File: config.mk
export PLATFORM = sky130hd
export DESIGN_NAME = strap_mode_and_pin_select
export DESIGN_NICKNAME = d
export VERILOG_FILES = /design/src/design/ide_access_decode.v /design/src/design/strap_mode_and_pin_select.v
export VERILOG_INCLUDE_DIRS = /design/src /design/src/design
export SDC_FILE = /design/constraint.sdc
export NUM_CORES = 1
export LEC_CHECK = 0
export BUFFER_PORTS_ARGS = -buffer_cell sky130_fd_sc_hd__clkbuf_2
export CORE_AREA = 4 4 80 112
export DETAILED_ROUTE_END_ITERATION = 10
export DIE_AREA = 0 0 84 116
export PLACE_DENSITY = 0.76
export SYNTH_ARGS = -nofsm -noshare
export SYNTH_HDL_FRONTEND = slang
export SYNTH_SLANG_ARGS = --single-unit
File: constraint.sdc
create_clock -name clk_sys -period 3.85 [get_ports clk_sys]
set_input_delay 0.1925 -clock clk_sys [delete_from_list [all_inputs] [get_ports clk_sys]]
set_output_delay 0.1925 -clock clk_sys [all_outputs]
set_load 0.005 [all_outputs]
File: src/design/strap_pin_select_defines.vh
// Header of offsets, field positions, reset values and mode, rate and response codes for the strap/pin-select block.
// Assumes inclusion by bare name from design files only.
`ifndef STRAP_PIN_SELECT_DEFINES_VH
`define STRAP_PIN_SELECT_DEFINES_VH

// Register byte addresses
`define ADDR_FUNC_CTRL      8'h00
`define ADDR_DRIVE_OUT      8'h04
`define ADDR_IDE_CFG        8'h08
`define ADDR_MODE_STATUS    8'h0C
`define ADDR_ENCODE_CTRL    8'h10

// function_control_reg fields
`define FUNC_CTRL_ACK_BIT   1
`define FUNC_CTRL_FMT_BIT   7
`define FUNC_CTRL_RESET     8'h00

// drive_output_reg fields
`define DRIVE_OUT_DMA_BIT   3
`define DRIVE_OUT_RESET     8'h00

// IDE configuration fields
`define IDECFG_EN_BIT       0
`define IDECFG_SEC_BIT      1
`define IDECFG_RESET        8'h01

// Encoding control: bit 0 high selects modified-frequency encoding
`define ENC_MOD_FREQ_BIT    0
`define ENC_RESET           8'h00

// Mode codes, one-hot
`define MODE_BASIC_AT       4'h1
`define MODE_ENHANCED       4'h2
`define MODE_COMPACT        4'h4
`define MODE_ILLEGAL        4'h8

// Data-rate codes needing density polarity handling (500 kbs, 1 Mbs)
`define RATE_500K           2'h0
`define RATE_1M             2'h3

// AXI response codes
`define RESP_OKAY           2'h0
`define RESP_SLVERR         2'h2

`endif

File: src/design/ide_access_decode.v
// IDE address decoder: drive register ranges and the bit-7 shared addresses.
// Assumes a 10-bit ISA I/O address, valid while an access strobe is high.
`timescale 1ns/100ps
module ide_access_decode (
    input  wire [9:0] ioAddr,
    input  wire       secondary,
    output wire       hitTaskFile,
    output wire       hitBit7
);
    // Primary 1F0-1F7h, secondary 170-177h
    assign hitTaskFile = secondary ? (ioAddr[9:3] == 7'h2E) : (ioAddr[9:3] == 7'h3E);
    // Primary 3F7h, secondary 377h
    assign hitBit7     = secondary ? (ioAddr == 10'h377) : (ioAddr == 10'h3F7);
endmodule // ide_access_decode

File: src/design/strap_mode_and_pin_select.v
// Contract
// - Function control bit 1 set makes the shared pin the IDE DMA acknowledge.
// - While that pin is DMA acknowledge, density select is active high.
// - Function control bit 1 clear makes the shared pin the host-type strap.
// - Lower byte enable on hard-drive accesses; inactive when IDE is disabled.
// - Upper byte enable only when the drive signals 16-bit capability.
// - Bit-7 line serves 3F7h/377h accesses beside the drive register ranges.
// - Straps sampled at reset pick basic, enhanced, compact or illegal mode.
// - Basic mode honours DMA enable, end-count active high, status A/B off.
// - Enhanced mode treats DMA as always enabled.
// - Host-type strap sets density polarity for 500 kbs and 1 Mbs rates.
// - Function control bit 7 clear makes the pin the open-drain channel-ready.
// - Function control bit 7 set makes the pin the encoding-format output.
// - In EPP, pull channel-ready low to stretch the host cycle.
// - Encoding format high for modified-frequency, low for single, low after reset.
//
// Strap sampling, shared-pin selection and IDE enables, AXI4-Lite registers.
// Assumes straps are stable and synchronous to clk_sys through the first clk_sys edge after rstn rises.
//
// Register access over AXI4-Lite and the address map were chosen for this implementation.
`timescale 1ns/100ps
`include "strap_pin_select_defines.vh"
module strap_mode_and_pin_select (
    input  wire        clk_sys,
    input  wire        rstn,
    // AXI4-Lite slave
    input  wire [7:0]  s_axi_awaddr,
    input  wire        s_axi_awvalid,
    output wire        s_axi_awready,
    input  wire [31:0] s_axi_wdata,
    input  wire [3:0]  s_axi_wstrb,
    input  wire        s_axi_wvalid,
    output wire        s_axi_wready,
    output wire [1:0]  s_axi_bresp,
    output wire        s_axi_bvalid,
    input  wire        s_axi_bready,
    input  wire [7:0]  s_axi_araddr,
    input  wire        s_axi_arvalid,
    output wire        s_axi_arready,
    output wire [31:0] s_axi_rdata,
    output wire [1:0]  s_axi_rresp,
    output wire        s_axi_rvalid,
    input  wire        s_axi_rready,
    // Shared pin: host-type strap or IDE DMA acknowledge
    input  wire        identAckPin,
    output wire        ideDmaAck,
    // Shared pin: encoding format or channel-ready wait (two-way)
    input  wire        formatPinIn,
    output wire        formatPinOut,
    output wire        formatPinOe,
    // Floppy side
    input  wire [1:0]  dataRate,
    input  wire        fdcDmaReq,
    input  wire        transferCountEnd,
    output wire        dmaReqOut,
    output wire        transferEndInt,
    output wire        densitySelect,
    output wire        statusAbEnable,
    // EPP wait request
    input  wire        eppWaitReq,
    // ISA / IDE side
    input  wire [9:0]  ioAddr,
    input  wire        ioRead,
    input  wire        ioWrite,
    input  wire        iocs16n,
    output wire        ideLowerByteEnableN,
    output wire        ideUpperByteEnableN,
    input  wire        ideBit7In,
    output wire        ideBit7Out,
    output wire        ideBit7Oe,
    input  wire        hostBit7In,
    output wire        hostBit7Out,
    output wire        hostBit7Oe
);
    localparam ST_RESET = 2'h1;
    localparam ST_RUN   = 2'h2;

    reg  [1:0]  state_ff;
    reg  [3:0]  mode_ff;
    reg         hostType_ff;
    reg  [7:0]  funcCtrl_ff;
    reg  [7:0]  driveOut_ff;
    reg  [7:0]  ideCfg_ff;
    reg  [7:0]  encCtrl_ff;
    reg         awHeld_ff;
    reg  [7:0]  awAddr_ff;
    reg         wHeld_ff;
    reg  [31:0] wData_ff;
    reg  [3:0]  wStrb_ff;
    reg         bValid_ff;
    reg  [1:0]  bResp_ff;
    reg         rValid_ff;
    reg  [31:0] rData_ff;
    reg  [1:0]  rResp_ff;
    reg  [3:0]  nxt_mode;
    reg  [1:0]  nxt_state;

    wire hitTaskFile;
    wire hitBit7;
    wire ideEnable  = ideCfg_ff[`IDECFG_EN_BIT];
    wire ackMode    = funcCtrl_ff[`FUNC_CTRL_ACK_BIT];
    wire formatMode = funcCtrl_ff[`FUNC_CTRL_FMT_BIT];

    function [3:0] decodeMode;
        input hostType;
        input encStrap;
        begin
            case ({hostType, encStrap})
                2'h3:    decodeMode = `MODE_BASIC_AT;
                2'h2:    decodeMode = `MODE_ILLEGAL;
                2'h1:    decodeMode = `MODE_ENHANCED;
                default: decodeMode = `MODE_COMPACT;
            endcase
        end
    endfunction

    function mapped;
        input [7:0] addr;
        begin
            mapped = (addr == `ADDR_FUNC_CTRL) || (addr == `ADDR_DRIVE_OUT) ||
                     (addr == `ADDR_IDE_CFG) || (addr == `ADDR_MODE_STATUS) ||
                     (addr == `ADDR_ENCODE_CTRL);
        end
    endfunction

    ide_access_decode u_decode (
        .ioAddr      (ioAddr),
        .secondary   (ideCfg_ff[`IDECFG_SEC_BIT]),
        .hitTaskFile (hitTaskFile),
        .hitBit7     (hitBit7)
    );

    // Strap capture: sample while reset state, freeze on first run cycle
    always @* begin
        nxt_state = state_ff;
        nxt_mode  = mode_ff;
        case (state_ff)
            ST_RESET: begin
                nxt_mode  = decodeMode(identAckPin, formatPinIn);
                nxt_state = ST_RUN;
            end
            ST_RUN:  nxt_state = ST_RUN;
            default: nxt_state = ST_RESET;
        endcase
    end

    always @(posedge clk_sys or negedge rstn) begin
        if (!rstn) begin
            state_ff    <= ST_RESET;
            mode_ff     <= `MODE_BASIC_AT;
            hostType_ff <= 1'b1;
        end else begin
            state_ff <= nxt_state;
            mode_ff  <= nxt_mode;
            if (state_ff == ST_RESET) begin
                hostType_ff <= identAckPin;
            end
        end
    end

    // Write channel: address and data accepted in either order
    wire wrFire = awHeld_ff && wHeld_ff && !bValid_ff;
    assign s_axi_awready = !awHeld_ff && !bValid_ff;
    assign s_axi_wready  = !wHeld_ff && !bValid_ff;
    assign s_axi_bvalid  = bValid_ff;
    assign s_axi_bresp   = bResp_ff;

    always @(posedge clk_sys or negedge rstn) begin
        if (!rstn) begin
            awHeld_ff   <= 1'b0;
            awAddr_ff   <= 8'h00;
            wHeld_ff    <= 1'b0;
            wData_ff    <= 32'h00000000;
            wStrb_ff    <= 4'h0;
            bValid_ff   <= 1'b0;
            bResp_ff    <= `RESP_OKAY;
            funcCtrl_ff <= `FUNC_CTRL_RESET;
            driveOut_ff <= `DRIVE_OUT_RESET;
            ideCfg_ff   <= `IDECFG_RESET;
            encCtrl_ff  <= `ENC_RESET;
        end else begin
            if (s_axi_awvalid && s_axi_awready) begin
                awHeld_ff <= 1'b1;
                awAddr_ff <= s_axi_awaddr;
            end
            if (s_axi_wvalid && s_axi_wready) begin
                wHeld_ff <= 1'b1;
                wData_ff <= s_axi_wdata;
                wStrb_ff <= s_axi_wstrb;
            end
            if (wrFire) begin
                awHeld_ff <= 1'b0;
                wHeld_ff  <= 1'b0;
                bValid_ff <= 1'b1;
                bResp_ff  <= mapped(awAddr_ff) ? `RESP_OKAY : `RESP_SLVERR;
                if (wStrb_ff[0]) begin
                    case (awAddr_ff)
                        `ADDR_FUNC_CTRL:   funcCtrl_ff <= wData_ff[7:0];
                        `ADDR_DRIVE_OUT:   driveOut_ff <= wData_ff[7:0];
                        `ADDR_IDE_CFG:     ideCfg_ff   <= wData_ff[7:0];
                        `ADDR_ENCODE_CTRL: encCtrl_ff  <= wData_ff[7:0];
                        default:           encCtrl_ff  <= encCtrl_ff;
                    endcase
                end
            end else if (bValid_ff && s_axi_bready) begin
                bValid_ff <= 1'b0;
            end
        end
    end

    // Read channel
    assign s_axi_arready = !rValid_ff;
    assign s_axi_rvalid  = rValid_ff;
    assign s_axi_rdata   = rData_ff;
    assign s_axi_rresp   = rResp_ff;

    always @(posedge clk_sys or negedge rstn) begin
        if (!rstn) begin
            rValid_ff <= 1'b0;
            rData_ff  <= 32'h00000000;
            rResp_ff  <= `RESP_OKAY;
        end else if (s_axi_arvalid && s_axi_arready) begin
            rValid_ff <= 1'b1;
            rResp_ff  <= mapped(s_axi_araddr) ? `RESP_OKAY : `RESP_SLVERR;
            case (s_axi_araddr)
                `ADDR_FUNC_CTRL:   rData_ff <= {24'h000000, funcCtrl_ff};
                `ADDR_DRIVE_OUT:   rData_ff <= {24'h000000, driveOut_ff};
                `ADDR_IDE_CFG:     rData_ff <= {24'h000000, ideCfg_ff};
                `ADDR_MODE_STATUS: rData_ff <= {27'h0000000, hostType_ff, mode_ff};
                `ADDR_ENCODE_CTRL: rData_ff <= {24'h000000, encCtrl_ff};
                default:           rData_ff <= 32'h00000000;
            endcase
        end else if (rValid_ff && s_axi_rready) begin
            rValid_ff <= 1'b0;
        end
    end

    // Shared pin 54
    assign ideDmaAck = ackMode & identAckPin;

    // Mode-dependent DMA and status A/B handling; end count passes straight through
    wire dmaEnBit = driveOut_ff[`DRIVE_OUT_DMA_BIT];
    wire enhanced = (mode_ff == `MODE_ENHANCED);
    assign dmaReqOut      = fdcDmaReq & (enhanced | dmaEnBit);
    assign transferEndInt = transferCountEnd;
    assign statusAbEnable = enhanced;

    // Density select polarity for the high rates
    wire highRate  = (dataRate == `RATE_500K) || (dataRate == `RATE_1M);
    wire activeHi  = ackMode | hostType_ff;
    assign densitySelect = activeHi ? highRate : ~highRate;

    // Shared pin 53: format output or open-drain channel ready
    wire modFreqLevel = (state_ff == ST_RUN) & encCtrl_ff[`ENC_MOD_FREQ_BIT];
    assign formatPinOut = formatMode ? modFreqLevel : 1'b0;
    assign formatPinOe  = formatMode ? (state_ff == ST_RUN)
                                     : eppWaitReq;

    // IDE byte enables, active low
    wire ideAccess = ideEnable & (ioRead | ioWrite) & (hitTaskFile | hitBit7);
    assign ideLowerByteEnableN = ~ideAccess;
    assign ideUpperByteEnableN = ~(ideAccess & hitTaskFile & ~iocs16n);

    // Bit 7 pass-through for 3F7h/377h
    wire bit7Access = ideEnable & hitBit7;
    assign ideBit7Out  = hostBit7In;
    assign ideBit7Oe   = bit7Access & ioWrite;
    assign hostBit7Out = ideBit7In;
    assign hostBit7Oe  = bit7Access & ioRead;
endmodule // strap_mode_and_pin_select

# Word level (Yosys, flattened, before mapping)

Cells that the tools add are included.

Bits of input ports: 81
RAM bits: 0
Memories: 0
Bits in read-only memories: 0
Bits in latches: 0
Flip-flop bits (word level): 96

Multiplexer cells: 18
$mul: 0
Reduce and logical (&&, ||, !) cells: 34
Divide/modulo/power cells: 0
Add/sub/neg operators: 0
Eq/ne operators: 19
Bitwise logic cells: 18
Magnitude comparators: 0
Shift operators: 0

Operators with widths:

| kind                   | count |
|---|---|
| $pmux W8 S5            | 1 |
| $eq A8 B4 Y1 const B   | 4 |
| $eq A10 B10 Y1 const B | 2 |
| $eq A8 B3 Y1 const B   | 2 |
| $eq A8 B5 Y1 const B   | 2 |
| $logic_not A8 Y1       | 2 |
| $eq A7 B6 Y1 const B   | 2 |
| $mux W1                | 13 |
| $pmux W4 S3            | 1 |
| $reduce_and A3 Y1      | 4 |
| $and A1 B1 Y1          | 10 |
| $logic_and A1 B1 Y1    | 9 |
| $logic_or A1 B1 Y1     | 9 |
| $eq A2 B2 Y1 const B   | 4 |
| $reduce_bool A2 Y1     | 4 |
| $mux W2                | 3 |
| $eq A2 B1 Y1 const B   | 2 |
| $eq A4 B2 Y1 const B   | 1 |
| $logic_not A1 Y1       | 4 |
| $not A1 Y1             | 4 |
| $or A1 B1 Y1           | 4 |
| $logic_not A2 Y1       | 1 |
| $reduce_or A2 Y1       | 1 |

# Longest topological paths before layout

Gate-level depths: netlist of the first run.

Word-level depth: 7
Mapped depth: 5

# By module

From an unflattened synthesis of the first run, not the netlist that was laid out.

Cells, all modules: 282
Area, all modules: 3503.4 um^2

By module, submodules not included:

| module                    | cells each | seq. area each (um^2) | area an instance (um^2) | instances |
|---|---|---|---|---|
| strap_mode_and_pin_select | 276        | 1756.7                | 3452.1                  | 1 |
| ide_access_decode         | 6          | 0.0                   | 51.3                    | 1 |

# Least setup slack after synthesis of the first run

Ideal clock, no wire load.

Path kind: flip-flop to flip-flop
Start: register awAddr_ff[0]
End: register encCtrl_ff[1]
Arrival: 1871 ps
Path slack: 1854 ps
Setup time: 125 ps
Data required time: 3725 ps
Cell stages (with the launch flop): 5
Path through: dfrtp_1 > or4_1 > buf_2 > nor4_4 > mux2_2

Word-level cells in the longest chain between the ends: 2

Ends and longest elaborated chain:

| what                               | line                            | RTL |
|---|---|---|
| start: declaration                 | strap_mode_and_pin_select.v:86  | `reg [7:0] awAddr_ff;` |
| start signal: assignment           | strap_mode_and_pin_select.v:184 | `awAddr_ff <= s_axi_awaddr;` |
| $eq A8 B5 Y1                       | strap_mode_and_pin_select.v:197 | `case (awAddr_ff)` |
| $reduce_and A3 Y1 (no source line) | n/a                             |  |
| end signal: assignment             | strap_mode_and_pin_select.v:180 | `` encCtrl_ff <= `ENC_RESET; `` |
| end signal: assignment             | strap_mode_and_pin_select.v:201 | `` `ADDR_ENCODE_CTRL: encCtrl_ff <= wData_ff[7:0]; `` |
| end signal: assignment             | strap_mode_and_pin_select.v:202 | `default: encCtrl_ff <= encCtrl_ff;` |
| end: declaration                   | strap_mode_and_pin_select.v:84  | `reg [7:0] encCtrl_ff;` |

No other way between the ends.
A chain may end at the register's enable or synchronous reset.

# Final worst setup path of the first run

Start: register awAddr_ff[0]
End: register ideCfg_ff[3]

Word-level cells in the longest chain between the ends: 2

Ends and longest elaborated chain:

| what                               | line                            | RTL |
|---|---|---|
| $eq A8 B4 Y1                       | strap_mode_and_pin_select.v:197 |  |
| $reduce_and A3 Y1 (no source line) | n/a                             |  |
| end signal: assignment             | strap_mode_and_pin_select.v:179 | `` ideCfg_ff <= `IDECFG_RESET; `` |
| end signal: assignment             | strap_mode_and_pin_select.v:200 | `` `ADDR_IDE_CFG: ideCfg_ff <= wData_ff[7:0]; `` |
| end: declaration                   | strap_mode_and_pin_select.v:83  | `reg [7:0] ideCfg_ff;` |

No other way between the ends.

==> out/results.tsv, run 1 <==
stage	metric	value	unit
clock_network	hold_buffers	1	
place	place_ws	1550	ps
place	io_buffers	75	
finish	area_growth	18.4	%
grt	grt_max_degree	40	
clock_network	cts-htree-levels	3	
yosys	synth_cell_types	40	
sta	drv_slew	0	
routing	drt-total-wl	6920	um
yosys	synth_edf_count	0	
floorplan	die_area	9740	um^2
routing	drc	0	
yosys	yosys-top-cells-count	dfrtp_1 (66), mux2_2 (53), buf_4 (29)	
yosys	synth_warnings	0	
setup_path	critical_path_class	reg2reg	
clock_network	cts_root_buffer	clkbuf_16	
sta	setup_ws	1560	ps
power	p_comb_share	18.3	%
finish	nFillCells	711	
clock_network	numCtsBuffers	9	
routing	first_pass_iters	4	
finish	nNetsFinal	439	
yosys	async_flop_share	100	%
grt	grt_use_total	15.0	%
power	p_sw	619	uW
finish	antenna-diode-count	0	
finish	drive_above_1_share	42.1	%
clock_network	clock_path_buffers	2	
power	p_int	1620	uW
grt	gr-total-overflow	0	
sta	hold_viol_final	0	
floorplan	core	8000	um^2
power	power_density	540	nW/um^2
setup_path	critPathArrivalTime	2500	ps
clock_network	cts_sinks	70	
yosys	synth-main-ff-cell	dfrtp_1	
place	dp_cells	446	
setup_path	crit_path_end_kind	register	
sta	fin_crit_sh	59.6	%
setup_path	start_kind	register	
hold_path	hold_class	in2reg	
sta	holdWs	42.7	ps
yosys	yosys-top-cells-area	dfrtp_1 (47%), mux2_2 (17%), buf_4 (6.2%)	
sta	rsz0062_at_grt	false	
power	seqPwrFrac	46.9	%
sta	fmax	0.436	GHz
routing	initialDrtViolationCount	136	
place	place_hpwl	5280	um
finish	finish.utilization	51.8	%
sta	worst_pin_slew	997	ps
yosys	synth_area_per_cell	12.4	um^2
clock_network	postCtsSetupBuffers	0	
floorplan	die_h	116	um
routing	drt-wirelength-per-cell	15.0	um
status	status	completed	
finish	instances_no_fill	463	
setup_path	worstPathRequired	4050	ps
yosys	syn-cell-area	3500	um^2
yosys	syn_inst	283	
grt	grt_pass1_wl	11400	um
run	maxCapViolCount	0	
clock_network	clk_pin_slew_worst_paths	50	ps
power	p_clk_share	34.8	%
power	switching_share	27.6	%
yosys	ys_ff_latch	70	
sta	fin_worst_skew	5.84	ps
routing	routed_via_density	5.15	
clock_network	cts_tree	done	
routing	vias	2386	
yosys	synth_area_leader_cell	dfrtp_1	
grt	grt_pass1_vias	2384	
sta	timing.final.crit_period	2290	ps
grt	antenna_found_initial	0	
sta	maxSlewHeadroom	32.9	%
yosys	yosysSeqAreaShare	50.1	%
place	place_congestion	0.774	
floorplan	num_io_pins	135	
clock_network	cts_resized	0	
sta	setup_viol	0	
yosys	yosys.area.top_type_share	47.1	%
power	vdd_ir_drop_max	0.430	mV
floorplan	initial_core_util	43.8	%
yosys	yosysMostFrequentCell	dfrtp_1	
floorplan	rows	39	
power	leakage	0.00201	uW
routing	ant_nets	0	
sta	setup_tns	0	ps
floorplan	dieWidth	84	um
clock_network	insertion_delay	320	ps
setup_path	path_max_fanout	8	
==> routing by layer <==
layer | global-route usage, % | up-vias | share of wire, %
met3 | 4.69 | 16 | 8.2
met4 | 6.55 | 0 | 1.6
met1 | 17.3 | 1147 | 40
met2 | 25.6 | 104 | 50
li1 | - | 1119 | -
met5 | 0 | - | 0
==> stage by stage <==
| step | area, um^2 | power, uW |
|---|---|---|
| after floorplan | 3600 | 1340 |
| after global placement | 3850 | 1450 |
| after detailed placement | 3850 | 1480 |
| after CTS | 4150 | 2270 |
| after global routing | 4150 | 2380 |
| final | 4150 | 2240 |
==> critical path, cell delays in order (launching register included) <==
cell     delay, ps
dfrtp_1        370
or4_1          730
nor4_4         670
mux2_2         410
==> final timing paths <==
check | to | from | cells past startpoint | slack, ps
worst max-delay path | ideCfg_ff[3] | awAddr_ff[0] | 3 | 1560
worst min-delay path | s_axi_bvalid | s_axi_bready | 2 | 40
worst max register to register | ideCfg_ff[3] | awAddr_ff[0] | 3 | 1560
worst min register to register | encCtrl_ff[4] | encCtrl_ff[4] | 1 | 490
max in group asynchronous | awHeld_ff | rstn | 3 | 2430
min in group asynchronous | encCtrl_ff[3] | rstn | 2 | 510
==> layout make-up <==
type / count / area (um^2) / area share [%]
inverter: 9 / 33.8 / 0.814
multi-input combinational: 189 / 1550 / 37.3
tap: 102 / 128 / 3.08
sequential: 70 / 1760 / 42.3
timing repair buffer: 77 / 393 / 9.47
clock buffer: 16 / 292 / 7.03
==> flip-flops by register name, summed over array words and instances, names as in the netlist, 2 cells and up <==
signal,flops
awAddr_ff,8
driveOut_ff,8
encCtrl_ff,8
funcCtrl_ff,8
ideCfg_ff,8
s_axi_rdata,8
wData_ff,8
mode_ff,4
state_ff,2
==> power groups by stage <==
stage | Sequential [uW] | Clock (uW) | Combinational [uW]
floorplan | 990 | 0 | 348
global placement | 1050 | 0 | 397
detailed placement | 1060 | 0 | 415
CTS | 1050 | 798 | 418
global route | 1080 | 837 | 460
finish | 1050 | 779 | 410
==> kinds of logic after synthesis <==
family | after synthesis | synth area share [%]
muxes | 65 | 20.5
and+or+nand+nor | 59 | 12.9
DFF | 70 | 50.1
AOI/OAI and AO/OA | 34 | 6.46
xor gates and xnor gates | 3 | 0.750
adders and majority gates | 2 | 0.714
other | 1 | 0.107
buffers and inverters | 49 | 8.39
==> placed cells by master (no fill, tap or decap), drive strengths merged, types with 4 or more instances in the layout <==
master | Yosys | layout
nand2 | 9 | 9
clkbuf | 9 | 90
nor4bb | 11 | 11
inv | 9 | 9
mux2 | 55 | 55
nor4 | 8 | 8
conb | 1 | 26
dfrtp | 66 | 66
mux2i | 10 | 10
and2 | 5 | 5
o21ai | 15 | 15
nor2 | 7 | 7
o22a | 5 | 5
dfstp | 4 | 4
a32oi | 5 | 5
(Power assumes the default switching activity.)
==> inputs of run 2 (changes only) <==
ABC_AREA = 1   (was default)
CORE_AREA = 4 4 81 113   (was 4 4 80 112)
DIE_AREA = 0 0 85 117   (was 0 0 84 116)
PLACE_DENSITY = 0.78   (was 0.76)
clock period = 1.9 ns   (was 3.85 ns; I/O delays follow)
==> run 2 against run 1 <==
Sequential power is 90% higher. Worst hold slack got worse by 33 ps. Sequential cell count did not move. Power grew 110%. Via count up 25%. Maximum frequency rose by 40%. Clock-buffer cell count fell by 6. Cell area increased by 3.2%. Largest power group unchanged.
==> out/results.tsv, run 2 <==
stage	metric	value	unit	change
sta	maxSlewHeadroom	54.1	%	+21 points
clock_network	numCtsBuffers	9		unchanged
yosys	synth_warnings	0		unchanged
clock_network	cts-htree-levels	3		unchanged
setup_path	critical_path_class	reg2reg		
routing	ant_nets	0		unchanged
finish	stdcell_area	4280	um^2	+3.2%
yosys	synth_edf_count	0		unchanged
yosys	yosysSeqAreaShare	49.9	%	-0.20 points
finish	nFillCells	739		+3.9%
place	place_hpwl	5940	um	+13%
clock_network	clock_path_buffers	2		unchanged
finish	area_growth	21.7	%	
clock_network	cts_tree	done		
routing	first_pass_iters	5		+1
power	seqPwrFrac	41.9	%	-5.0 points
finish	layout_commonest_cell	nand2_1		
finish	drive_above_1_share	22.7	%	-19 points
sta	hold_viol_final	0		unchanged
power	p_comb_share	20.0	%	+1.7 points
sta	setup_ws	261	ps	-1290 ps
place	place_congestion	0.817		+5.6%
floorplan	die_h	117	um	+0.86%
yosys	synth_area_leader_cell	dfrtp_1		
yosys	async_flop_share	100	%	unchanged
finish	antenna-diode-count	0		unchanged
hold_path	hold_path_depth	3		+1
sta	worst_pin_slew	687	ps	-310 ps
clock_network	clk_pin_slew_worst_paths	50	ps	about the same
grt	grt_max_degree	29		-28%
floorplan	rows	39		unchanged
place	io_buffers	75		unchanged
routing	drt-total-wl	7960	um	+15%
finish	final_cell_mix	nand2_1 (79), clkbuf_2 (74), dfrtp_1 (66), inv_1 (51), nor2_1 (48)		
grt	antenna_found_initial	0		unchanged
floorplan	core	8150	um^2	+1.8%
routing	vias	2991		+25%
yosys	yosys-top-cells-count	nand2_1 (79), dfrtp_1 (66), inv_1 (51)		
finish	multi_input_area	1380	um^2	-11%
yosys	ys_ff_latch	70		unchanged
yosys	synth_area_per_cell	8.43	um^2	-32%
yosys	yosys-top-cells-area	dfrtp_1 (47%), nand2_1 (8.4%), buf_4 (6.2%)		
clock_network	insertion_delay	340	ps	+20 ps
routing	drc	0		unchanged
setup_path	path_max_fanout	16		+8
grt	grt_use_total	17.2	%	+2.3 points
place	place_ws	270	ps	-1280 ps
setup_path	ff2ff_path_depth	6		+3
power	power_density	1110	nW/um^2	+100%
clock_network	cts_sinks	70		unchanged
floorplan	num_io_pins	135		unchanged
sta	setup_viol	0		unchanged
yosys	synth-main-ff-cell	dfrtp_1		
sta	fin_crit_sh	86.2	%	+27 points
floorplan	die_area	9950	um^2	+2.1%
run	maxCapViolCount	0		unchanged
yosys	synth_cell_types	36		-10%
sta	timing.final.crit_period	1640	ps	-656 ps
routing	drt-wirelength-per-cell	13.1	um	-13%
setup_path	worstPathRequired	2100	ps	-1950 ps
routing	routed_via_density	4.91		-4.7%
power	p_int	3330	uW	+110%
floorplan	initial_core_util	43.2	%	-0.62 points
setup_path	crit_path_end_kind	register		
sta	setup_tns	0	ps	unchanged
sta	rsz0062_at_grt	false		
sta	drv_slew	0		unchanged
floorplan	dieWidth	85	um	+1.2%
finish	register_area	1760	um^2	unchanged
clock_network	cts_resized	0		unchanged
finish	nNetsFinal	585		+33%
grt	gr-total-overflow	0		unchanged
power	p_sw	1410	uW	+130%
status	status	completed		
clock_network	cts_root_buffer	clkbuf_16		
setup_path	start_kind	register		
power	switching_share	29.7	%	+2.1 points
yosys	syn_inst	417		+47%
routing	initialDrtViolationCount	229		+68%
yosys	yosys.area.top_type_share	47.0	%	-0.18 points
grt	grt_pass1_wl	13300	um	+17%
power	vdd_ir_drop_max	1.11	mV	+160%
yosys	syn-cell-area	3520	um^2	+0.39%
sta	fin_worst_skew	6.74	ps	+0.900 ps
power	p_clk_share	38.1	%	+3.3 points
setup_path	critPathArrivalTime	1840	ps	-660 ps
hold_path	hold_class	in2reg		
sta	fmax	0.610	GHz	+40%
yosys	yosysMostFrequentCell	nand2_1		
place	post_dp_cell_area	3880	um^2	+0.78%
power	leakage	0.00226	uW	+13%
grt	grt_pass1_vias	2920		+22%
-- run 2: worst max-delay path, cell delays in order, from the launching register on --
cell and delay (ps):
dfrtp_1 380, nor2_2 170, nand3_2 140, nor2_4 140, nand4_2 380, nand2_1 190
o21ai_0 100
-- run 2: power groups by stage --
stage                     clock [uW]  sequential, uW  combinational, uW
after floorplan                    0            1970                672
after global placement             0            1990                898
after detailed placement           0            2010                940
after CTS                       1830            1990                961
after global routing            1900            2030               1090
final                           1810            1990                948
-- run 2: cell type report --
cell class	count	area share, %
flip-flops and latches	70	41.0
clock inverters	6	1.99
inverters	53	4.65
clock buffers	10	5.58
well taps	102	2.98
repair buffers	87	11.6
multi-input cells	281	32.1
-- run 2: logic make-up (layout without fill, tap and decap cells) --
group                    count (synthesis)  after routing  synth area share, %
multiplexers                             4              4                 1.28
AO/OA/AOI/OAI                           64             64                 9.78
flip-flops                              70             70                 49.9
XOR/XNOR                                 2              2                0.498
other                                    1             26                0.107
buffers and inverters                   91            156                 13.6
AND/OR/NAND/NOR                        183            183                 24.1
adder cells (fa/ha/maj)                  2              2                0.711
-- run 2: layer usage --
layer	vias to the layer above	global-route usage (%)	wire length, um
met2	141	30.9	4060
met4	0	8.13	172
li1	1455	-	-
met1	1380	19.1	3090
met5	-	0	0
met3	15	4.41	640
-- run 2: final timing paths --
kind                                startpoint  slack, ps        endpoint
worst min register to register     wData_ff[4]        480  funcCtrl_ff[4]
worst max-delay path              awAddr_ff[7]        260  driveOut_ff[5]
max in group asynchronous                 rstn        980     state_ff[0]
worst max register to register    awAddr_ff[7]        260  driveOut_ff[5]
min in group asynchronous                 rstn        280     wData_ff[4]
worst min-delay path            s_axi_wdata[6]         10     wData_ff[6]
-- run 2: through the flow --
stage          total power [uW]  hold WS (ps)  std cells  util, %
3_3_place_gp               2890          94.7        585     47.6
2_1_floorplan              2640          -201        442        -
6_report                   4740          9.90        609     52.5
4_1_cts                    4780          2.34        609     52.5
3_5_place_dp               2950          99.6        585     47.6
5_1_grt                    5020          5.76        609     52.5
-- run 2: repair_timing --
| action | in CTS | in global routing |
|---|---|---|
| hold endpoints to repair | 26 | 0 |
| buffers inserted | 0 | 0 |
| hold buffers | 8 | 0 |
